$ cat config.mk
export PLATFORM = sky130hd
export DESIGN_NAME = fwsr_top
export DESIGN_NICKNAME = d
export VERILOG_FILES = /design/src/include/fwsr_pkg.sv /design/src/hdl/fwsr_bus_cycle.sv /design/src/hdl/fwsr_top.sv
export SDC_FILE = /design/constraint.sdc
export NUM_CORES = 1
export LEC_CHECK = 0
export ABC_AREA = 1
export BUFFER_PORTS_ARGS = -buffer_cell sky130_fd_sc_hd__buf_4
export CAP_MARGIN = 0
export CORE_UTILIZATION = 51
export DETAILED_ROUTE_END_ITERATION = 16
export PLACE_DENSITY = 0.77
export SYNTH_ARGS = -nofsm -noshare
export SYNTH_HDL_FRONTEND = slang
export SYNTH_SLANG_ARGS = --single-unit
$ cat constraint.sdc
create_clock -name pclk -period 1.6 [get_ports pclk]
set_input_delay 0.08 -clock pclk [delete_from_list [all_inputs] [get_ports pclk]]
set_output_delay 0.08 -clock pclk [all_outputs]
set_load 0.05 [all_outputs]
$ cat src/include/fwsr_pkg.sv
// fwsr_pkg: constants, operation codes and pin bundle of the flash status controller.
// assumes a byte-wide parallel flash on the far side of the pins and a 40 MHz pclk.
package fwsr_pkg;

  // clock and bus-cycle timing
  localparam int CLK_PS = 25000;
  localparam int STROBE_NS = 100;
  localparam int HOLD_NS = 50;
  localparam int POLL_GAP_NS = 1000;
  localparam logic [7:0] STROBE_CYC = 8'((STROBE_NS * 1000 + CLK_PS - 1) / CLK_PS);
  localparam logic [7:0] HOLD_CYC = 8'((HOLD_NS * 1000 + CLK_PS - 1) / CLK_PS);
  localparam logic [7:0] GAP_CYC = 8'((POLL_GAP_NS * 1000 + CLK_PS - 1) / CLK_PS);

  // apb register offsets
  localparam logic [11:0] OFS_CTRL = 12'h000;
  localparam logic [11:0] OFS_ADDR = 12'h004;
  localparam logic [11:0] OFS_DATA = 12'h008;
  localparam logic [11:0] OFS_CMD = 12'h00C;
  localparam logic [11:0] OFS_STATUS = 12'h010;

  // status register field positions
  localparam int ST_BUSY = 0;
  localparam int ST_DONE = 1;
  localparam int ST_FAIL = 2;
  localparam int ST_RDY = 3;
  localparam int ST_ETMR = 4;
  localparam int ST_TGL2 = 5;
  localparam int ST_SUSP = 6;
  localparam int ST_RDATA = 8;

  // ctrl field: 0 data polling, 1 toggle polling
  localparam int CTRL_TOGGLE = 0;

  // operation codes written to the command register
  localparam logic [2:0] OP_NONE = 3'h0;
  localparam logic [2:0] OP_PROG = 3'h1;
  localparam logic [2:0] OP_CHIP = 3'h2;
  localparam logic [2:0] OP_SECT = 3'h3;
  localparam logic [2:0] OP_RESET = 3'h4;

  // flash data bit positions
  localparam int DQ_POLL = 7;
  localparam int DQ_TGL1 = 6;
  localparam int DQ_TOUT = 5;
  localparam int DQ_ETMR = 3;
  localparam int DQ_TGL2 = 2;

  // command-sequence words
  localparam logic [19:0] UNLOCK_A1 = 20'h00555;
  localparam logic [19:0] UNLOCK_A2 = 20'h002AA;
  localparam logic [7:0] UNLOCK_D1 = 8'hAA;
  localparam logic [7:0] UNLOCK_D2 = 8'h55;
  localparam logic [7:0] CMD_PROG = 8'hA0;
  localparam logic [7:0] CMD_ERSETUP = 8'h80;
  localparam logic [7:0] CMD_CHIP = 8'h10;
  localparam logic [7:0] CMD_SECT = 8'h30;
  localparam logic [7:0] CMD_RESET = 8'hF0;
  localparam logic [2:0] LEN_PROG = 3'h4;
  localparam logic [2:0] LEN_ERASE = 3'h6;
  localparam logic [2:0] LEN_RESET = 3'h1;

  typedef struct packed {
    logic ce_n;
    logic oe_n;
    logic we_n;
    logic [19:0] addr;
    logic [7:0] dq_out;
    logic dq_oe;
  } fwsr_pins_s;

  typedef struct packed {
    logic [19:0] addr;
    logic [7:0] data;
  } fwsr_word_s;

endpackage

$ cat src/hdl/fwsr_bus_cycle.sv
// fwsr_bus_cycle: one asynchronous read or write cycle on the flash pins.
// assumes the flash answers within STROBE_CYC cycles of the strobe falling.
`timescale 1ns/1ps
module fwsr_bus_cycle import fwsr_pkg::*; (
  input wire logic pclk, // system clock
  input wire logic presetn, // async reset, low active
  input wire logic clk_en, // freezes all state while low
  input wire logic start, // begin a cycle, taken while idle
  input wire logic is_write, // 1 write, 0 read
  input wire fwsr_word_s word, // address and write data
  input wire logic [7:0] dq_in, // data from flash
  output fwsr_pins_s pins, // flash pin bundle
  output logic done, // one-cycle pulse at end of cycle
  output logic [7:0] rdata // data sampled at end of read strobe
);
  typedef enum logic [1:0] {BC_IDLE, BC_SETUP, BC_STROBE, BC_HOLD} fwsr_bc_e;

  fwsr_bc_e state_reg;
  logic [7:0] cnt_reg;
  logic wr_reg;

  always_ff @(posedge pclk or negedge presetn) begin
    if (!presetn) begin
      state_reg <= BC_IDLE;
      cnt_reg <= 8'h00;
      wr_reg <= 1'b0;
      pins <= '{ce_n: 1'b1, oe_n: 1'b1, we_n: 1'b1, addr: 20'h00000, dq_out: 8'h00, dq_oe: 1'b0};
      done <= 1'b0;
      rdata <= 8'h00;
    end else if (clk_en) begin
      done <= 1'b0;
      case (state_reg)
        BC_IDLE: begin
          if (start) begin
            wr_reg <= is_write;
            pins.addr <= word.addr;
            pins.dq_out <= word.data;
            pins.dq_oe <= is_write;
            pins.ce_n <= 1'b0;
            state_reg <= BC_SETUP;
          end
        end
        BC_SETUP: begin
          pins.oe_n <= wr_reg;
          pins.we_n <= !wr_reg;
          cnt_reg <= STROBE_CYC;
          state_reg <= BC_STROBE;
        end
        BC_STROBE: begin
          if (cnt_reg == 8'h01) begin
            // write data is latched by the flash on this rising strobe
            if (!wr_reg) begin
              rdata <= dq_in;
            end
            pins.oe_n <= 1'b1;
            pins.we_n <= 1'b1;
            cnt_reg <= HOLD_CYC;
            state_reg <= BC_HOLD;
          end else begin
            cnt_reg <= cnt_reg - 8'h01;
          end
        end
        BC_HOLD: begin
          if (cnt_reg == 8'h01) begin
            pins.ce_n <= 1'b1;
            pins.dq_oe <= 1'b0;
            done <= 1'b1;
            state_reg <= BC_IDLE;
          end else begin
            cnt_reg <= cnt_reg - 8'h01;
          end
        end
        default: state_reg <= BC_IDLE;
      endcase
    end
  end
endmodule // fwsr_bus_cycle

$ cat src/hdl/fwsr_top.sv
// fwsr_top: host controller that issues program/erase sequences to a parallel flash
// and runs the data-polling or toggle-bit algorithm until the operation settles.
// assumes an apb master on the register side and a byte-mode flash on the pins.
// Operation
// - poll inside the target sector only
// - reread after poll match for valid byte
// - after timeout bit, recheck toggle bit
// - read whole byte twice to judge toggling
// - still toggling with timeout means fail, reset
// - restart double read after leaving monitoring
// - combine both toggle bits for suspend info
//
// Chosen here: the placing of the registers and register access over APB.
`timescale 1ns/1ps
module fwsr_top import fwsr_pkg::*; (
  input wire logic pclk, // 40 MHz clock
  input wire logic presetn, // async reset, low active
  input wire logic clk_en, // freezes all state while low
  input wire logic psel, // apb select
  input wire logic penable, // apb access phase
  input wire logic pwrite, // apb direction
  input wire logic [11:0] paddr, // apb byte address
  input wire logic [31:0] pwdata, // apb write data
  output logic [31:0] prdata, // apb read data
  output logic pready, // apb ready
  output logic pslverr, // apb error on unmapped address
  output fwsr_pins_s flash_pins, // flash strobes, address and data drive
  input wire logic [7:0] flash_dq_in, // flash data inputs
  input wire logic ready_busy_n // flash ready/busy, low while busy
);
  typedef enum logic [2:0] {S_IDLE, S_SEQ, S_RD_A, S_RD_B, S_JUDGE, S_GAP} fwsr_state_e;

  fwsr_state_e state_reg;
  logic ctrl_toggle_reg;
  logic [19:0] addr_reg;
  logic [7:0] data_reg;
  logic [2:0] op_reg;
  logic [2:0] seq_op_reg;
  logic [2:0] idx_reg;
  logic issued_reg;
  logic recheck_reg;
  logic confirm_reg;
  logic [7:0] rd_a_reg;
  logic [7:0] rd_b_reg;
  logic [7:0] gap_reg;
  logic done_reg;
  logic fail_reg;
  logic etmr_reg;
  logic tgl2_reg;
  logic susp_reg;
  logic rdy_reg;

  // sequence table: one word per bus write, per operation
  function automatic fwsr_word_s seq_word(input logic [2:0] op, input logic [2:0] idx,
                                          input logic [19:0] a, input logic [7:0] d);
    fwsr_word_s w;
    w = '{addr: UNLOCK_A1, data: UNLOCK_D1};
    if (op == OP_RESET) begin
      w.data = CMD_RESET;
    end else begin
      case (idx)
        3'h1: w = '{addr: UNLOCK_A2, data: UNLOCK_D2};
        3'h2: w.data = (op == OP_PROG) ? CMD_PROG : CMD_ERSETUP;
        3'h3: begin
          if (op == OP_PROG) begin
            w = '{addr: a, data: d};
          end
        end
        3'h4: w = '{addr: UNLOCK_A2, data: UNLOCK_D2};
        3'h5: begin
          if (op == OP_SECT) begin
            w = '{addr: a, data: CMD_SECT};
          end else begin
            w.data = CMD_CHIP;
          end
        end
        default: w = '{addr: UNLOCK_A1, data: UNLOCK_D1};
      endcase
    end
    return w;
  endfunction

  function automatic logic [2:0] seq_len(input logic [2:0] op);
    return (op == OP_PROG) ? LEN_PROG : (op == OP_RESET) ? LEN_RESET : LEN_ERASE;
  endfunction

  // apb decode
  wire apb_acc = psel && penable && !pready;
  wire apb_fin = psel && penable && pready;
  wire wr_fin = apb_fin && pwrite;
  wire hit_ctrl = paddr == OFS_CTRL;
  wire hit_addr = paddr == OFS_ADDR;
  wire hit_data = paddr == OFS_DATA;
  wire hit_cmd = paddr == OFS_CMD;
  wire hit_stat = paddr == OFS_STATUS;
  wire mapped = hit_ctrl || hit_addr || hit_data || hit_cmd || hit_stat;
  wire busy = state_reg != S_IDLE;
  wire [2:0] cmd_op = pwdata[2:0];
  wire cmd_ok = (cmd_op == OP_PROG) || (cmd_op == OP_CHIP) || (cmd_op == OP_SECT) ||
                (cmd_op == OP_RESET);
  // a command while busy is dropped; done/fail stay until the next accepted command
  wire cmd_go = wr_fin && hit_cmd && !busy && cmd_ok;

  wire [31:0] status_word = {16'h0000, (state_reg == S_IDLE) ? rd_b_reg : rd_a_reg, 1'b0,
                             susp_reg, tgl2_reg, etmr_reg, rdy_reg, fail_reg, done_reg, busy};
  wire [31:0] rd_mux = hit_ctrl ? {31'h0, ctrl_toggle_reg} :
                       hit_addr ? {12'h000, addr_reg} :
                       hit_data ? {24'h000000, data_reg} :
                       hit_cmd ? {29'h0, op_reg} :
                       hit_stat ? status_word : 32'h00000000;

  // flash bus-cycle engine
  wire in_read = (state_reg == S_RD_A) || (state_reg == S_RD_B);
  wire bc_start = (state_reg == S_SEQ || in_read) && !issued_reg;
  wire bc_done;
  wire [7:0] bc_rdata;
  // polling stays at the target address so the status comes from the busy sector
  wire fwsr_word_s bc_word = in_read ? fwsr_word_s'{addr: addr_reg, data: 8'h00} :
                              seq_word(seq_op_reg, idx_reg, addr_reg, data_reg);

  fwsr_bus_cycle u_cycle (
    .pclk(pclk),
    .presetn(presetn),
    .clk_en(clk_en),
    .start(bc_start),
    .is_write(state_reg == S_SEQ),
    .word(bc_word),
    .dq_in(flash_dq_in),
    .pins(flash_pins),
    .done(bc_done),
    .rdata(bc_rdata)
  );

  // judging the collected reads
  wire expect_bit = (op_reg == OP_PROG) ? data_reg[DQ_POLL] : 1'b1;
  wire poll_match = rd_a_reg[DQ_POLL] == expect_bit;
  wire tgl1_flip = rd_a_reg[DQ_TGL1] ^ rd_b_reg[DQ_TGL1];
  wire tgl2_flip = rd_a_reg[DQ_TGL2] ^ rd_b_reg[DQ_TGL2];
  wire settled = ctrl_toggle_reg ? !tgl1_flip : poll_match;
  wire tout_seen = ctrl_toggle_reg ? rd_b_reg[DQ_TOUT] : rd_a_reg[DQ_TOUT];
  wire seq_last = idx_reg == seq_len(seq_op_reg) - 3'h1;

  always_ff @(posedge pclk or negedge presetn) begin
    if (!presetn) begin
      prdata <= 32'h00000000;
      pready <= 1'b0;
      pslverr <= 1'b0;
    end else if (clk_en) begin
      pready <= apb_acc;
      pslverr <= apb_acc && !mapped;
      if (apb_acc) begin
        prdata <= pwrite ? 32'h00000000 : rd_mux;
      end
    end
  end

  always_ff @(posedge pclk or negedge presetn) begin
    if (!presetn) begin
      ctrl_toggle_reg <= 1'b0;
      addr_reg <= 20'h00000;
      data_reg <= 8'h00;
      rdy_reg <= 1'b1;
    end else if (clk_en) begin
      // ready/busy follows the flash from the final write strobe onward
      rdy_reg <= ready_busy_n;
      if (wr_fin && hit_ctrl) begin
        ctrl_toggle_reg <= pwdata[CTRL_TOGGLE];
      end
      if (wr_fin && hit_addr && !busy) begin
        addr_reg <= pwdata[19:0];
      end
      if (wr_fin && hit_data && !busy) begin
        data_reg <= pwdata[7:0];
      end
    end
  end

  always_ff @(posedge pclk or negedge presetn) begin
    if (!presetn) begin
      state_reg <= S_IDLE;
      op_reg <= OP_NONE;
      seq_op_reg <= OP_NONE;
      idx_reg <= 3'h0;
      issued_reg <= 1'b0;
      recheck_reg <= 1'b0;
      confirm_reg <= 1'b0;
      rd_a_reg <= 8'h00;
      rd_b_reg <= 8'h00;
      gap_reg <= 8'h00;
      done_reg <= 1'b0;
      fail_reg <= 1'b0;
      etmr_reg <= 1'b0;
      tgl2_reg <= 1'b0;
      susp_reg <= 1'b0;
    end else if (clk_en) begin
      if (bc_start) begin
        issued_reg <= 1'b1;
      end
      case (state_reg)
        S_IDLE: begin
          if (cmd_go) begin
            op_reg <= cmd_op;
            seq_op_reg <= cmd_op;
            idx_reg <= 3'h0;
            issued_reg <= 1'b0;
            recheck_reg <= 1'b0;
            confirm_reg <= 1'b0;
            done_reg <= 1'b0;
            fail_reg <= 1'b0;
            etmr_reg <= 1'b0;
            tgl2_reg <= 1'b0;
            susp_reg <= 1'b0;
            state_reg <= S_SEQ;
          end
        end
        S_SEQ: begin
          if (bc_done) begin
            issued_reg <= 1'b0;
            idx_reg <= idx_reg + 3'h1;
            if (seq_last) begin
              // reset sequence, plain or after a failure, finishes without polling
              if (seq_op_reg == OP_RESET) begin
                done_reg <= 1'b1;
                state_reg <= S_IDLE;
              end else begin
                state_reg <= S_RD_A;
              end
            end
          end
        end
        S_RD_A: begin
          if (bc_done) begin
            issued_reg <= 1'b0;
            rd_a_reg <= bc_rdata;
            state_reg <= ctrl_toggle_reg ? S_RD_B : S_JUDGE;
          end
        end
        S_RD_B: begin
          if (bc_done) begin
            issued_reg <= 1'b0;
            rd_b_reg <= bc_rdata;
            if (confirm_reg) begin
              // only this second read carries a valid byte on all eight bits
              done_reg <= 1'b1;
              state_reg <= S_IDLE;
            end else begin
              state_reg <= S_JUDGE;
            end
          end
        end
        S_JUDGE: begin
          if (op_reg == OP_SECT && rd_a_reg[DQ_ETMR]) begin
            etmr_reg <= 1'b1;
          end
          if (ctrl_toggle_reg && tgl2_flip) begin
            tgl2_reg <= 1'b1;
            susp_reg <= susp_reg | !tgl1_flip;
          end
          if (settled) begin
            // also covers a protected target: toggling stops after a short burst
            // the settling read may carry stale low bits, so one more read follows
            confirm_reg <= 1'b1;
            state_reg <= S_RD_B;
          end else if (recheck_reg) begin
            // still busy after the timeout bit: give up and reset the flash
            fail_reg <= 1'b1;
            seq_op_reg <= OP_RESET;
            idx_reg <= 3'h0;
            state_reg <= S_SEQ;
          end else if (tout_seen) begin
            recheck_reg <= 1'b1;
            state_reg <= S_RD_A;
          end else begin
            gap_reg <= GAP_CYC;
            state_reg <= S_GAP;
          end
        end
        S_GAP: begin
          // after idling, a fresh read (a fresh pair in toggle mode) is taken, never a stale one
          if (gap_reg == 8'h01) begin
            state_reg <= S_RD_A;
          end else begin
            gap_reg <= gap_reg - 8'h01;
          end
        end
        default: state_reg <= S_IDLE;
      endcase
    end
  end
endmodule // fwsr_top

# == Word level (Yosys, flattened, before mapping) ==
# Index checks and enable logic that the tools add are counted.
# totals
ff_bits,160
inputBits,59
output_inout_bits,66
elab_cells,247
# op_classes
n_addsub,4
eq_ne,50
muxes,90
bitwise_logic,4
n_reduce_logical,66
# op_table
op,n
$mux 20,5
$mux 8,8
$mux 3,20
$pmux 20 s3,1
$mux 28,2
$mux 16,3
$ne 2x2->1 const B,16
$pmux 8 s4,1
$reduce_and 4->1,7
$mux 1,27
$eq 12x4->1 const B,2
$eq 3x2->1 const B,8
$pmux 8 s3,1
$eq 3x3->1 const B,6
$pmux 1 s2,9
$pmux 3 s6,1
$reduce_and 3->1,6
$eq 8x1->1 const B,2
$logic_and 1x1->1,16
$pmux 8 s2,1
$sub 8x1->8 const B,2
$eq 3x1->1 const B,5
$eq 12x3->1 const B,1
$eq 12x5->1 const B,1
other kinds (31),63

# == Logic depth before layout (Yosys ltp) ==
# depth
word_depth,8
depth_mapped,11
mapped_depth_nobuf,11

# == Hierarchy ==
# A second synthesis with hierarchy kept.
# hier_totals
cells_unflattened,1020
hier_area_um2,8066.5
# by_module_without_submodules
module,instances,cells_each,area_per_inst_um2,seq_area_each_um2
fwsr_top,1,729,5589.1,2403.6
fwsr_bus_cycle,1,291,2477.4,1305.0

# == Least setup slack after synthesis ==
# OpenSTA, ideal clock, no wires.
# synth_path
kind,register -> register
startpoint,register pready
endpoint,register addr_reg[10]
setup_time_ns,0.125
arrival_time_ns,1.650
required_time_ns,1.475
path_slack_ns,-0.175
path_stages_with_launch,8
path_buffers,1
period_less_slack_ns,1.775
path_cell_list,dfrtp_1 nand2_1 nor3_1 nand2_1 inv_2 nand2_2 buf_6 mux2_4
# synth_via
elab_chain_cells,5
# synth_rtl
element,line_no,text
start: declaration,fwsr_top.sv:25,"output logic pready,"
start signal: assignment,fwsr_top.sv:149,pready <= apb_acc;
$logic_and 1x1->1,fwsr_top.sv:89,wire apb_fin = psel && penable && pready;
$logic_and 1x1->1,fwsr_top.sv:90,wire wr_fin = apb_fin && pwrite;
$logic_and 1x1->1 (2 in series),fwsr_top.sv:169,if (wr_fin && hit_addr && !busy) begin
$reduce_and 2->1 (no source line),n/a,
end signal: assignment,fwsr_top.sv:170,addr_reg <= pwdata[19:0];
end: declaration,fwsr_top.sv:35,logic [19:0] addr_reg;
# Every way passes these cells.
# A chain may end at the register's enable or synchronous reset.

# == Final worst setup path ==
# layout_path
startpoint,register op_reg[2]
endpoint,register idx_reg[0]
# layout_via
elab_chain_cells,6
# layout_rtl
element,line_no,text
start: declaration,fwsr_top.sv:37,logic [2:0] op_reg;
start signal: assignment,fwsr_top.sv:202,op_reg <= cmd_op;
$eq 3x1->1,fwsr_top.sv:135,wire expect_bit = (op_reg == OP_PROG) ? data_reg[DQ_POLL] : 1'b1;
$mux 1,fwsr_top.sv:135,
$eq 1x1->1,fwsr_top.sv:136,wire poll_match = rd_a_reg[DQ_POLL] == expect_bit;
$mux 1,fwsr_top.sv:139,wire settled = ctrl_toggle_reg ? !tgl1_flip : poll_match;
$ne 2x2->1 (no source line),n/a,
$reduce_and 6->1 (no source line),n/a,
end signal: assignment,fwsr_top.sv:219,idx_reg <= idx_reg + 3'h1;
end: declaration,fwsr_top.sv:39,logic [2:0] idx_reg;
# Every way passes these cells.

==> impl_metrics.csv <==
group,metric,value,unit
run_status,status,"finished with violations",
run_status,violations,"negative setup slack",
critical_path,worst-r2r-cell-count,8,
global_route,gr-total-overflow,0,
yosys,synth.cells.most_frequent,"sky130_fd_sc_hd__nand2_1 (246), sky130_fd_sc_hd__dfrtp_1 (144), sky130_fd_sc_hd__o21ai_0 (118)",
critical_path,cp_data_required_time,1900,ps
cells_and_area,final_net_count,1264,
yosys,synthArstFlopShare,100,%
sta,final.period_utilization,107,%
placement,post-dp-hpwl,14400,um
yosys,post_synth_num_cell_types,46,
yosys,post_synth_main_area_contributors,"sky130_fd_sc_hd__dfrtp_1 (47%), sky130_fd_sc_hd__nand2_1 (12%), sky130_fd_sc_hd__o21ai_0 (7.7%)",
sta,hold_ws,90.7,ps
critical_path,timing.critical_path.arrival,2020,ps
yosys,yosysTopAreaCell,"sky130_fd_sc_hd__dfrtp_1",
critical_path,cpMostUsedCell,"sky130_fd_sc_hd__nand2_1",
power,p_total,0.0166,W
yosys,syn_area,0.00763,mm2
yosys,synth_top_area_share,47.2,%
cts,htreeDepth,4,
detailed_routing,routed_wire_length_per_instance,16.5,um
critical_path,path_class,"flip-flop to flip-flop",
critical_path,path_max_fanout,5,
global_route,grt_start_max_net_pins,52,
yosys,synth-seq-area-share,48.6,%
yosys,synth_most_common_cell,"sky130_fd_sc_hd__nand2_1",
cts,cts_root_buffer,"sky130_fd_sc_hd__clkbuf_16",
power,peakVddDrop,936,uV
detailed_routing,postRouteAntennaNets,0,
sta,min_period,1710,ps
yosys,syn-instance-count,937,
cts,tritoncts_clock_tree,"done",
critical_path,critical_path.max_stage_delay,410,ps
floorplan,die_h,124,um
cells_and_area,diodes,0,
yosys,flip_flop_and_latch_count_after_synthesis,148,
sta,max_freq,584,MHz
critical_path,critPathBufInv,0,
global_route,initial_antenna_violation_count,0,
cells_and_area,stdcell_count,1388,
min_path,holdPathStages,4,
detailed_routing,drc,0,
cells_and_area,area_delta_synth_final,45.1,%
sta,final.setup.tns,-748,ps
placement,numPortBuffers,100,
detailed_routing,via_per_inst,5.53,
sta,final-setup-viol-count,31,
detailed_routing,detailroute.via_count,7674,
detailed_routing,detail_route.wirelength,22900,um
floorplan,pin_count,125,
sta,finalHoldViolations,0,
placement,post-place-cells,1290,
critical_path,critPathLaunchType,"flip-flop",
critical_path,reg2reg_slack,-110,ps
cts,cts.reportedPaths.clkPinSlew,60,ps
power,cellPowerDensity,1500,mW/mm2
global_route,first_global_vias,7078,
sta,grt_setup_unrepaired,"true",
cts,clock_insertion_delay_worst_skew,440,ps
yosys,number_of_synthesized_flops_with_an_enable_pin,0,
floorplan,rows,44,
yosys,syn_avg_cell_area,8.14,um2
critical_path,critical_path.top_delay_family,"simple AND/OR/NAND/NOR gates",
floorplan,start_util,52.3,%
cts,numClockSinks,148,
yosys,yosys_most_used_dff,"sky130_fd_sc_hd__dfrtp_1",
sta,fin_skew,7.98,ps
min_path,hold_end,"prdata[7]",
floorplan,die_w,124,um
cts,clock_tree.buffer_depth,2,
critical_path,timing.critical_path.cells,"nor2_2, nand2_1, nand2_1, nand3_2, nand3_4, nand3b_1, o21ai_0, nand2_1",
cells_and_area,largest_reg_flops,32,
placement,gp_congestion,0.891,
global_route,first_pass_grt_wire_length,34100,um
min_path,hold_path_class,"input port to flip-flop",
sta,final_max_slew_viol_count,0,
min_path,min-delay-start,"paddr[2]",
critical_path,reg2reg_from,"op_reg[2]",
global_route,grt.total_usage,27.6,%
floorplan,die-area,0.0154,mm2
floorplan,floorplan.core_area,0.0146,mm2
cells_and_area,fillerInstances,956,
detailed_routing,drt-pass1-iter-count,7,
critical_path,critical_path.reg2reg.endpoint,"idx_reg[0]",
power,power.leakage,5.58,nW
critical_path,worst_path_max_delay_cell,"sky130_fd_sc_hd__dfrtp_1",
critical_path,timing.critical_path.to_type,"flip-flop",
cells_and_area,drive_gt1_share,35.7,%
cts,cts_made_buffers,17,
flow_run,drv_cap,0,
yosys,synth-warning-count,0,
detailed_routing,initialDrtViolationCount,702,
sta,final.setup.worst_slack,-113,ps
## logic make-up (layout without fill, tap and decap cells)
group | count (synthesis) | count (layout) | share of synthesized area, %
AO/OA/AOI/OAI | 177 | 177 | 12.8
adder cells (fa/ha/maj) | 13 | 13 | 2.13
multiplexers | 15 | 15 | 2.51
XOR/XNOR | 14 | 14 | 1.61
other | 1 | 12 | 0.0492
buffers and inverters | 146 | 402 | 8.25
AND/OR/NAND/NOR | 423 | 423 | 24.0
flip-flops | 148 | 148 | 48.6
## report_power, final
group	total [W]	internal, W	switching [W]	leakage (nW)
Combinational	0.00784	0.00318	0.00466	3.34
Clock	0.00398	0.00236	0.00161	0.269
Sequential	0.00476	0.00433	0.000434	1.97
## layer usage
layer	part of all wire (%)	global-route usage, %	vias up	wire length [um]
met2	51	46.9	369	11700
li1	-	-	3540	-
met1	39	35.3	3692	9030
met4	2.9	9.99	0	670
met3	6.4	4.73	73	1460
met5	0	0	-	0
## worst reg2reg max path, delay by kind of cell, from the launching register on
kind,cells,cell delay (ps)
AND/OR/NAND/NOR,7,860
AO/OA/AOI/OAI,1,320
flip-flops,1,410
## worst max path at each step
stage,cells after the start,start,end,slack (ps)
CTS,8,state_reg[0],addr_reg[10],-10
finish,8,op_reg[2],idx_reg[0],-110
detailed placement,7,u_cycle.state_reg[0],u_cycle.cnt_reg[5],-470
global placement,7,u_cycle.state_reg[0],u_cycle.cnt_reg[2],-370
floorplan,9,idx_reg[0],u_cycle.pins[18],10
global route,8,state_reg[0],idx_reg[0],-190
## stage by stage
step	util (%)	cell area (um2)	setup slack, ps
3_3_place_gp	63.4	9250	-366
2_1_floorplan	-	7690	14.4
4_1_cts	70.9	10300	-13.2
5_1_grt	75.9	11100	-187
6_report	75.9	11100	-113
3_5_place_dp	63.4	9250	-471
## repair_timing
action / in CTS / in global routing
gates cloned: 1 / 2
setup endpoints to repair: 72 / 121
resized for setup: 36 / 148
pin swaps: 7 / 40
setup buffers: 7 / 27
hold buffers: 31 / 0
hold endpoints to repair: 184 / 0
## cell type report
type,count,area [um2],share of cell area (%)
Sequential cell,148,3710,33.5
Inverter,110,423,3.82
Timing Repair Buffer,261,2260,20.4
Clock inverter,12,133,1.20
Clock buffer,19,453,4.09
Multi-Input combinational cell,654,3860,34.8
Tap cell,184,230,2.08
## cell usage in the layout (no fill, tap or decap), types with 17 or more instances in the layout
cell | netlist | final
sky130_fd_sc_hd__nor2_1 | 69 | 48
sky130_fd_sc_hd__buf_4 | 13 | 206
sky130_fd_sc_hd__dfrtp_1 | 144 | 142
sky130_fd_sc_hd__nand3_1 | 50 | 34
sky130_fd_sc_hd__o21ai_0 | 118 | 88
sky130_fd_sc_hd__inv_1 | 103 | 90
sky130_fd_sc_hd__o21ai_1 | 4 | 28
sky130_fd_sc_hd__clkbuf_16 | 0 | 19
sky130_fd_sc_hd__nand2_2 | 5 | 29
sky130_fd_sc_hd__nor2_4 | 4 | 17
sky130_fd_sc_hd__dlygate4sd3_1 | 0 | 31
sky130_fd_sc_hd__nand2_1 | 246 | 217
Power figures use the tool's default switching activity.
